File: src/spm_pkg.sv
// Purpose: constants and types of the serial peripheral master
// Assumes: apb byte address is four times the register index
// Notes: layouts of fields are local to this block
// Operation
// RL1 - characters of 1 to 32 bits shift at a software-set bit rate
// RL2 - each bit period shifts one bit out and captures one in
// RL3 - always link master; makes serial clock and selects itself
// RL4 - four independent slave-select outputs share clock and data lines
// RL5 - bit clock comes from system clock through programmable divider
// RL6 - a frame holds 1 to 4096 characters back to back, one selection
// RL7 - optional interrupt on each finished character; none when disabled
// RL8 - 0 to 3 serial clock cycles between select and first bit; here the lead lasts 2 x dly + 1 half periods, 0.5 to 3.5 cycles
// RL9 - software picks active clock edge, clock and select polarity
// RL10 - loopback routes transmit data into receive path internally
// RL11 - after the frame, select drops and clock returns to idle level
package spm_pkg;
  // register indices; byte address is index times four
  localparam logic [15:0] IDX_DIV = 16'h3000;
  localparam logic [15:0] IDX_CCR = 16'h3001;
  localparam logic [15:0] IDX_CFG_LO = 16'h3002;
  localparam logic [15:0] IDX_CFG_HI = 16'h3003;
  localparam logic [15:0] IDX_CMD_LO = 16'h3004;
  localparam logic [15:0] IDX_CMD_HI = 16'h3005;
  localparam logic [15:0] IDX_STAT_LO = 16'h3006;
  localparam logic [15:0] IDX_STAT_HI = 16'h3007;
  localparam logic [15:0] IDX_DAT_LO = 16'h3008;
  localparam logic [15:0] IDX_DAT_HI = 16'h3009;
  localparam logic [15:0] IDX_ISTAT = 16'h300A;
  localparam logic [15:0] IDX_IMASK = 16'h300B;
  // reset values
  localparam logic [15:0] DIV_RST = 16'h0003;
  localparam logic [15:0] REG_RST = 16'h0000;
  // field positions
  localparam int CCR_EN = 0;
  localparam int CCR_LOOP = 1;
  localparam int CMDL_CIE = 14;
  localparam int CMDH_LEN = 2;
  localparam int ST_BUSY = 0;
  localparam int ST_CHAR = 1;
  localparam int ST_FRAME = 2;
  localparam int IRQ_CHAR = 0;
  localparam int IRQ_FRAME = 1;
  localparam logic [2:0] CFG_STRIDE_LSB = 3'b000;

  typedef struct packed {
    logic [1:0] dly;
    logic csp;
    logic ckph;
    logic ckp;
  } spm_slave_t;

  typedef enum logic [1:0] {ST_IDLE, ST_LEAD, ST_SHIFT, ST_TRAIL} spm_state_t;
endpackage : spm_pkg

File: src/spm_serial_peripheral_master.sv
// Purpose: apb-controlled master-only serial port, four selects
// Assumes: all inputs synchronous to pclk; pready high one cycle
// Notes: no transmit buffer; refill data during the running character
`timescale 1ns/1ps
`default_nettype none
module spm_serial_peripheral_master (
  input wire logic pclk,
  input wire logic presetn,
  input wire logic psel,
  input wire logic penable,
  input wire logic pwrite,
  input wire logic [15:0] paddr,
  input wire logic [31:0] pwdata,
  output logic [31:0] prdata,
  output logic pready,
  output logic pslverr,
  input wire logic serial_in,
  output logic serial_clk,
  output logic serial_out,
  output logic [3:0] slave_select_n,
  output logic irq
);
  logic [15:0] div;
  logic [15:0] ccr;
  logic [15:0] cfg_lo;
  logic [15:0] cfg_hi;
  logic [15:0] cmd_lo;
  logic [15:0] cmd_hi;
  logic [15:0] dat_lo;
  logic [15:0] dat_hi;
  logic [31:0] rxd;
  logic [1:0] istat;
  logic [1:0] imask;
  spm_pkg::spm_state_t state;
  logic [15:0] hcnt;
  logic ph;
  logic [2:0] lcnt;
  logic [4:0] bidx;
  logic [4:0] len_m1;
  logic [11:0] ccnt;
  logic [31:0] shreg;
  logic txd_bit;
  logic [1:0] sel;
  spm_pkg::spm_slave_t cfg;

  // apb decode
  wire setup = psel & ~penable;
  wire wr = psel & penable & pwrite & pready;
  wire [13:0] widx = paddr[15:2];
  wire aligned = paddr[1:0] == 2'b00;
  wire h_div = aligned & (widx == spm_pkg::IDX_DIV[13:0]);
  wire h_ccr = aligned & (widx == spm_pkg::IDX_CCR[13:0]);
  wire h_cfgl = aligned & (widx == spm_pkg::IDX_CFG_LO[13:0]);
  wire h_cfgh = aligned & (widx == spm_pkg::IDX_CFG_HI[13:0]);
  wire h_cmdl = aligned & (widx == spm_pkg::IDX_CMD_LO[13:0]);
  wire h_cmdh = aligned & (widx == spm_pkg::IDX_CMD_HI[13:0]);
  wire h_stl = aligned & (widx == spm_pkg::IDX_STAT_LO[13:0]);
  wire h_sth = aligned & (widx == spm_pkg::IDX_STAT_HI[13:0]);
  wire h_datl = aligned & (widx == spm_pkg::IDX_DAT_LO[13:0]);
  wire h_dath = aligned & (widx == spm_pkg::IDX_DAT_HI[13:0]);
  wire h_ist = aligned & (widx == spm_pkg::IDX_ISTAT[13:0]);
  wire h_imk = aligned & (widx == spm_pkg::IDX_IMASK[13:0]);
  wire mapped = h_div | h_ccr | h_cfgl | h_cfgh | h_cmdl | h_cmdh | h_stl | h_sth
    | h_datl | h_dath | h_ist | h_imk;

  wire busy = state != spm_pkg::ST_IDLE;
  wire [15:0] stat_lo = {13'h0000, istat[spm_pkg::IRQ_FRAME],
    istat[spm_pkg::IRQ_CHAR], busy};
  wire [15:0] stat_hi = {4'h0, ccnt};
  wire [15:0] rd_mux = h_div ? div : h_ccr ? ccr : h_cfgl ? cfg_lo : h_cfgh ? cfg_hi
    : h_cmdl ? cmd_lo : h_cmdh ? cmd_hi : h_stl ? stat_lo : h_sth ? stat_hi
    : h_datl ? rxd[15:0] : h_dath ? rxd[31:16] : h_ist ? {14'h0000, istat}
    : h_imk ? {14'h0000, imask} : 16'h0000;

  // bit clock engine
  wire [31:0] cfg_all = {cfg_hi, cfg_lo};
  wire [4:0] cfg_pos = {pwdata[1:0], spm_pkg::CFG_STRIDE_LSB};
  wire spm_pkg::spm_slave_t next_cfg = spm_pkg::spm_slave_t'(cfg_all[cfg_pos +: 5]);
  wire [4:0] next_len = pwdata[spm_pkg::CMDH_LEN +: 5];
  wire [31:0] tx_word = {dat_hi, dat_lo};
  wire start = wr & h_cmdh & ccr[spm_pkg::CCR_EN] & ~busy;
  wire tick = busy & (hcnt == div); // see RL5
  wire in_shift = state == spm_pkg::ST_SHIFT;
  wire lead_edge = in_shift & tick & ~ph;
  wire trail_edge = in_shift & tick & ph;
  wire samp = cfg.ckph ? trail_edge : lead_edge; // see RL9
  wire shft = cfg.ckph ? lead_edge : trail_edge; // see RL9
  wire rx_bit = ccr[spm_pkg::CCR_LOOP] ? txd_bit : serial_in; // see RL10
  wire [31:0] shreg_in = {shreg[30:0], rx_bit}; // see RL2
  wire [31:0] next_sh = samp ? shreg_in : shreg;
  wire [31:0] len_mask = 32'hFFFF_FFFF >> (5'd31 - len_m1);
  wire last_bit = bidx == 5'd0;
  wire char_end = trail_edge & last_bit; // see RL1
  wire frame_end = char_end & (ccnt == 12'h000);
  wire lead_done = (state == spm_pkg::ST_LEAD) & tick & (lcnt == {cfg.dly, 1'b0});
  wire [1:0] set_ist = {frame_end, char_end & cmd_lo[spm_pkg::CMDL_CIE]}; // see RL7
  wire [1:0] clr_ist = (wr & h_ist) ? pwdata[1:0] : 2'b00;
  wire [1:0] next_istat = set_ist | (istat & ~clr_ist);

  // apb slave registers
  always_ff @(posedge pclk or negedge presetn) begin
    if (!presetn) begin
      pready <= 1'b0;
      pslverr <= 1'b0;
      prdata <= 32'h0000_0000;
    end else begin
      pready <= setup;
      pslverr <= setup & ~mapped;
      prdata <= setup ? {16'h0000, rd_mux} : 32'h0000_0000;
    end
  end

  always_ff @(posedge pclk or negedge presetn) begin
    if (!presetn) begin
      div <= spm_pkg::DIV_RST;
      ccr <= spm_pkg::REG_RST;
      cfg_lo <= spm_pkg::REG_RST;
      cfg_hi <= spm_pkg::REG_RST;
      cmd_lo <= spm_pkg::REG_RST;
      cmd_hi <= spm_pkg::REG_RST;
      dat_lo <= spm_pkg::REG_RST;
      dat_hi <= spm_pkg::REG_RST;
      imask <= 2'b00;
    end else if (wr) begin
      if (h_div) div <= pwdata[15:0]; // see RL5
      if (h_ccr) ccr <= pwdata[15:0];
      if (h_cfgl) cfg_lo <= pwdata[15:0];
      if (h_cfgh) cfg_hi <= pwdata[15:0];
      if (h_cmdl) cmd_lo <= pwdata[15:0];
      if (h_cmdh) cmd_hi <= pwdata[15:0];
      if (h_datl) dat_lo <= pwdata[15:0];
      if (h_dath) dat_hi <= pwdata[15:0];
      if (h_imk) imask <= pwdata[1:0];
    end
  end

  // sticky events, set beats a same-cycle clear
  always_ff @(posedge pclk or negedge presetn) begin
    if (!presetn) begin
      istat <= 2'b00;
      irq <= 1'b0;
    end else begin
      istat <= next_istat;
      irq <= |(istat & imask);
    end
  end

  // frame sequencer; commands while busy are dropped
  always_ff @(posedge pclk or negedge presetn) begin
    if (!presetn) begin
      state <= spm_pkg::ST_IDLE;
      hcnt <= 16'h0000;
      ph <= 1'b0;
      lcnt <= 3'b000;
      bidx <= 5'd0;
      len_m1 <= 5'd0;
      ccnt <= 12'h000;
      shreg <= 32'h0000_0000;
      txd_bit <= 1'b0;
      sel <= 2'b00;
      cfg <= '0;
      rxd <= 32'h0000_0000;
    end else begin
      hcnt <= (tick | ~busy) ? 16'h0000 : hcnt + 16'h0001;
      shreg <= next_sh;
      unique case (state)
        spm_pkg::ST_IDLE: begin
          if (start) begin // see RL3
            state <= spm_pkg::ST_LEAD;
            sel <= pwdata[1:0];
            cfg <= next_cfg;
            len_m1 <= next_len;
            bidx <= next_len;
            ccnt <= cmd_lo[11:0]; // see RL6
            shreg <= tx_word;
            txd_bit <= tx_word[next_len];
            lcnt <= 3'b000;
            ph <= 1'b0;
          end
        end
        spm_pkg::ST_LEAD: begin
          if (lead_done) begin // see RL8
            state <= spm_pkg::ST_SHIFT;
          end else if (tick) begin
            lcnt <= lcnt + 3'b001;
          end
        end
        spm_pkg::ST_SHIFT: begin
          if (tick) ph <= ~ph;
          if (shft) txd_bit <= next_sh[len_m1]; // see RL2
          if (trail_edge & ~last_bit) bidx <= bidx - 5'd1;
          if (char_end) begin
            rxd <= next_sh & len_mask; // see RL1
            bidx <= len_m1;
            shreg <= tx_word;
            txd_bit <= tx_word[len_m1];
            if (frame_end) begin
              state <= spm_pkg::ST_TRAIL;
            end else begin
              ccnt <= ccnt - 12'h001; // see RL6
            end
          end
        end
        spm_pkg::ST_TRAIL: begin
          if (tick) state <= spm_pkg::ST_IDLE; // see RL11
        end
      endcase
    end
  end

  // pins; clock and data share one register stage so they stay aligned
  always_ff @(posedge pclk or negedge presetn) begin
    if (!presetn) begin
      serial_clk <= 1'b0;
      serial_out <= 1'b0;
    end else begin
      serial_clk <= ph ^ cfg.ckp; // see RL9
      serial_out <= txd_bit;
    end
  end

  genvar k;
  generate
    for (k = 0; k < 4; k++) begin : g_sel
      wire spm_pkg::spm_slave_t kcfg = spm_pkg::spm_slave_t'(cfg_all[8 * k +: 5]);
      wire active = busy & (sel == 2'(k));
      always_ff @(posedge pclk or negedge presetn) begin
        if (!presetn) begin
          slave_select_n[k] <= 1'b1;
        end else begin
          slave_select_n[k] <= kcfg.csp ? active : ~active; // see RL4
        end
      end
    end
  endgenerate
endmodule : spm_serial_peripheral_master
`default_nettype wire

File: config.mk
export PLATFORM = sky130hd
export DESIGN_NAME = spm_serial_peripheral_master
export DESIGN_NICKNAME = d
export VERILOG_FILES = /design/src/spm_pkg.sv /design/src/spm_serial_peripheral_master.sv
export SDC_FILE = /design/constraint.sdc
export NUM_CORES = 1
export LEC_CHECK = 0
export BUFFER_PORTS_ARGS = -buffer_cell sky130_fd_sc_hd__buf_4
export CORE_AREA = 2 2 180 182
export DETAILED_ROUTE_END_ITERATION = 10
export DIE_AREA = 0 0 182 184
export GPL_ROUTABILITY_DRIVEN = 0
export SLEW_MARGIN = 20
export SYNTH_ARGS = -nofsm -noshare
export SYNTH_HDL_FRONTEND = slang
export SYNTH_SLANG_ARGS = --single-unit
File: constraint.sdc
create_clock -name pclk -period 3.2 [get_ports pclk]
set_input_delay 0.64 -clock pclk [delete_from_list [all_inputs] [get_ports pclk]]
set_output_delay 0.64 -clock pclk [all_outputs]
set_load 0.05 [all_outputs]
==> summary.md <==
| Metric | Value |
|---|---|
| All-Layer GR Usage | 25.5% |
| Root Buffer | clkbuf_16 |
| Post-cts repair resize count | 0 |
| Syn avg cell area | 11.0 um2 |
| Main combinational cell family by area after synthesis | multiplexers |
| NetSw | 1.67 mW |
| Clock sinks | 272 |
| Sequential cell area | 0.00681 mm2 |
| Lkg Pwr | 7.63 nW |
| Share of post-route cells with drive strength above 1 | 30.3% |
| Hold Path Class | primary input to async pin |
| Synth Register Bits | 272 |
| Antenna cells | 0 |
| Compound-Gate Fraction of Synth Area | 12.8% |
| PnR worst setup slack | 0.251 ns |
| Mux cell area share after synthesis | 19.4% |
| Top-count cell post-synth | dfrtp_1 |
| Area of the multi-input gates | 0.00668 mm2 |
| Skew final | 0.00800 ns |
| GR Util met3 | 3.74% |
| CTS tree | yes |
| Post-Syn Area | 0.0140 mm2 |
| Avg WL per Cell | 22.9 um |
| Critical path type | flip-flop to flip-flop |
| Clock latency on the worst-skew pair | 0.57 ns |
| TritonCTS Buffers | 31 |
| CP Data Arrival Time | 3.41 ns |
| Fmax | 339 MHz |
| Yosys top cell area share | 47.7% |
| Post-Synthesis Cells | 1,267 |
| Sequential area share after synthesis | 48.8% |
| WL final | 41,600 um |
| Largest net degree at the start of global routing | 84 |
| Drt first-iter violations | 947 |
| Core ar. | 0.0314 mm2 |
| Post-synth EDFFs | 0 |
| Int Power | 5.68 mW |
| Gate power share | 3.9% |
| Post-CTS setup buffer count | 0 |
| Placed Instances | 1,754 |
| Detailed Place HPWL | 29,800 um |
| Max transition margin | 40.1% |
| GR Layer Usage met1 | 37.4% |
| DIE WIDTH | 182 um |
| Setup violators final | 0 |
| Reg clk slew, reported paths | 0.06 ns |
| Vias per inst | 5.94 |
| Antenna-violating nets left | 0 |
| Synth Area in Adders | 0.717% |
| Synth warnings | 0 |
| Hold_buf cts | 0 |
| I/O Pins | 95 |
| Overall die height | 184 um |
| Outcome | completed |
| Vias in the first global route | 10,894 |
| Met2 Usage GRT | 38.6% |
| Busiest grt layer | met2 |
| Clock share of power | 49.3% |
| Fin crit share | 92.2% |
| Clock Path Buffers | 3 |
| Via count | 10,759 |
| First-pass GRT wire length | 65,500 um |
| DRC viols | 0 |
| Flop pwr share | 46.8% |
| Fin crit period | 2.95 ns |
| Post-synthesis simple-gate area fraction | 12.0% |
| Row Count | 65 |
| Port Buffer Count | 62 |
| Die area | 0.0335 mm2 |
| Slew @ Worst Pin | 0.892 ns |
| Crit path required time | 3.66 ns |
| Layout Cells excl Fill | 1,812 |
| Setup WS pre-CTS | -0.0455 ns |
| Final #Nets | 1,447 |
| Sw Share | 22.8% |
| Ys flop type | dfrtp_1 |
| Hold_ws | 0.0879 ns |
| Starting density of the core | 44.5% |
| Final Max Slew Viols | 0 |
| R2R depth | 10 |
| Crit end category | flip-flop |
| Cell variety after synth | 77 |
| Final Hold Viols | 0 |
| Startpoint Class | flip-flop |
| Synth top area cells | dfrtp_1 (48%), mux2_2 (12%), mux4_2 (4.4%) |
| Post-synth top cells | dfrtp_1 (266), mux2_2 (149), nand2_1 (131) |
| Initial antenna violation count | 0 |
| GRT overflow | 0 |
| First-pass DRT Iterations | 5 |
| RSZ-0062 raised after global routing | false |
| CTS HTree Levels | 1 |
| Max-Cap Viols | 0 |
| Power Density | 445 mW/mm2 |
| Area Overhead vs Synth | 18.4% |
| Peak VDD IR | 0.370 mV |
| Crit path max fanout | 8 |
| XOR/XNOR share of the synthesized area | 2.26% |
| Async set-reset flop share out of synthesis | 100% |
| Yosys top cell by area | dfrtp_1 |
| # fillers | 2,823 |
## routing by layer
layer,vias to the layer above,routed length [um]
met4,0,1560
met2,383,18400
met3,83,2580
li1,4855,-
met1,5438,19000
met5,-,0
## critical path: stages (launching register included)
cell      delay, ns
dfrtp_1        0.42
xor2_1         0.20
nor4_4         0.36
nand4_4        0.29
buf_4          0.27
o31a_1         0.31
o221ai_2       0.22
and2_1         0.18
o2111a_1       0.19
and4b_1        0.20
a31o_1         0.18
## per-stage QoR
stage | TNS (ns) | total power [mW] | area [um2] | util (%)
after global routing | 0 | 7.58 | 16500 | 52.6
after global placement | 0 | 3.79 | 15400 | 49.2
after detailed placement | -0.0783 | 3.79 | 15400 | 49.2
final | 0 | 7.35 | 16500 | 52.6
after floorplan | 0 | 3.62 | 14000 | -
after CTS | 0 | 7.42 | 16500 | 52.5
## cells in the final DEF (no fill, tap or decap), drive strengths merged, types with 11 or more instances in the layout
| cell | netlist | layout |
|---|---|---|
| mux4 | 27 | 27 |
| xor2 | 26 | 26 |
| dfrtp | 266 | 266 |
| clkbuf | 61 | 43 |
| clkinv | 1 | 11 |
| nand3 | 29 | 29 |
| buf | 39 | 170 |
| inv | 21 | 22 |
| o21ai | 93 | 93 |
| a22oi | 19 | 19 |
| nor3 | 21 | 21 |
| a21oi | 55 | 55 |
| o31ai | 22 | 22 |
| or3 | 11 | 11 |
| nor2 | 72 | 72 |
| conb | 1 | 16 |
| nor4 | 13 | 13 |
| mux2 | 149 | 149 |
| nand2 | 131 | 131 |
| a211oi | 12 | 12 |
| mux2i | 42 | 42 |
## state kept, by name, summed over array words and instances, names as in the netlist, 12 cells and up
name,flops
ccr,16
div,16
cmd_hi,16
cmd_lo,16
cfg_lo,16
cfg_hi,16
rxd,32
hcnt,16
prdata,16
shreg,32
ccnt,12
dat_hi,16
dat_lo,16
## power groups by stage
stage / clock network [mW] / logic [mW] / registers (mW)
floorplan: 0 / 0.110 / 3.51
global placement: 0 / 0.288 / 3.50
detailed placement: 0 / 0.290 / 3.50
CTS: 3.69 / 0.290 / 3.44
global route: 3.84 / 0.309 / 3.44
finish: 3.62 / 0.286 / 3.44
## logic make-up after synthesis
kind of cell / count (synthesis)
AOI/OAI and AO/OA: 278
xor gates and xnor gates: 36
adders and majority gates: 8
buffers and inverters: 122
DFF: 272
muxes: 218
other: 1
and+or+nand+nor: 332
## area by class of cell
class	count	area share, %
sequential	272	41.2
multi-input combinational	888	40.4
timing repair buffer	170	8.45
clock buffer	43	5.33
tap	402	3.04
clock inverter	15	1.01
inverter	22	0.500
## final timing paths
kind,start,end,slack (ns)
max in group asynchronous,presetn,slave_select_n[3],2.27
hold reg to reg,cfg[0],serial_clk,0.46
min in group pclk,pwdata[14],dat_lo[14],0.40
setup reg to reg,div[15],txd_bit,0.25
setup / recovery,div[15],txd_bit,0.25
hold / removal,presetn,dat_hi[7],0.09
Power figures use the tool's default switching activity.
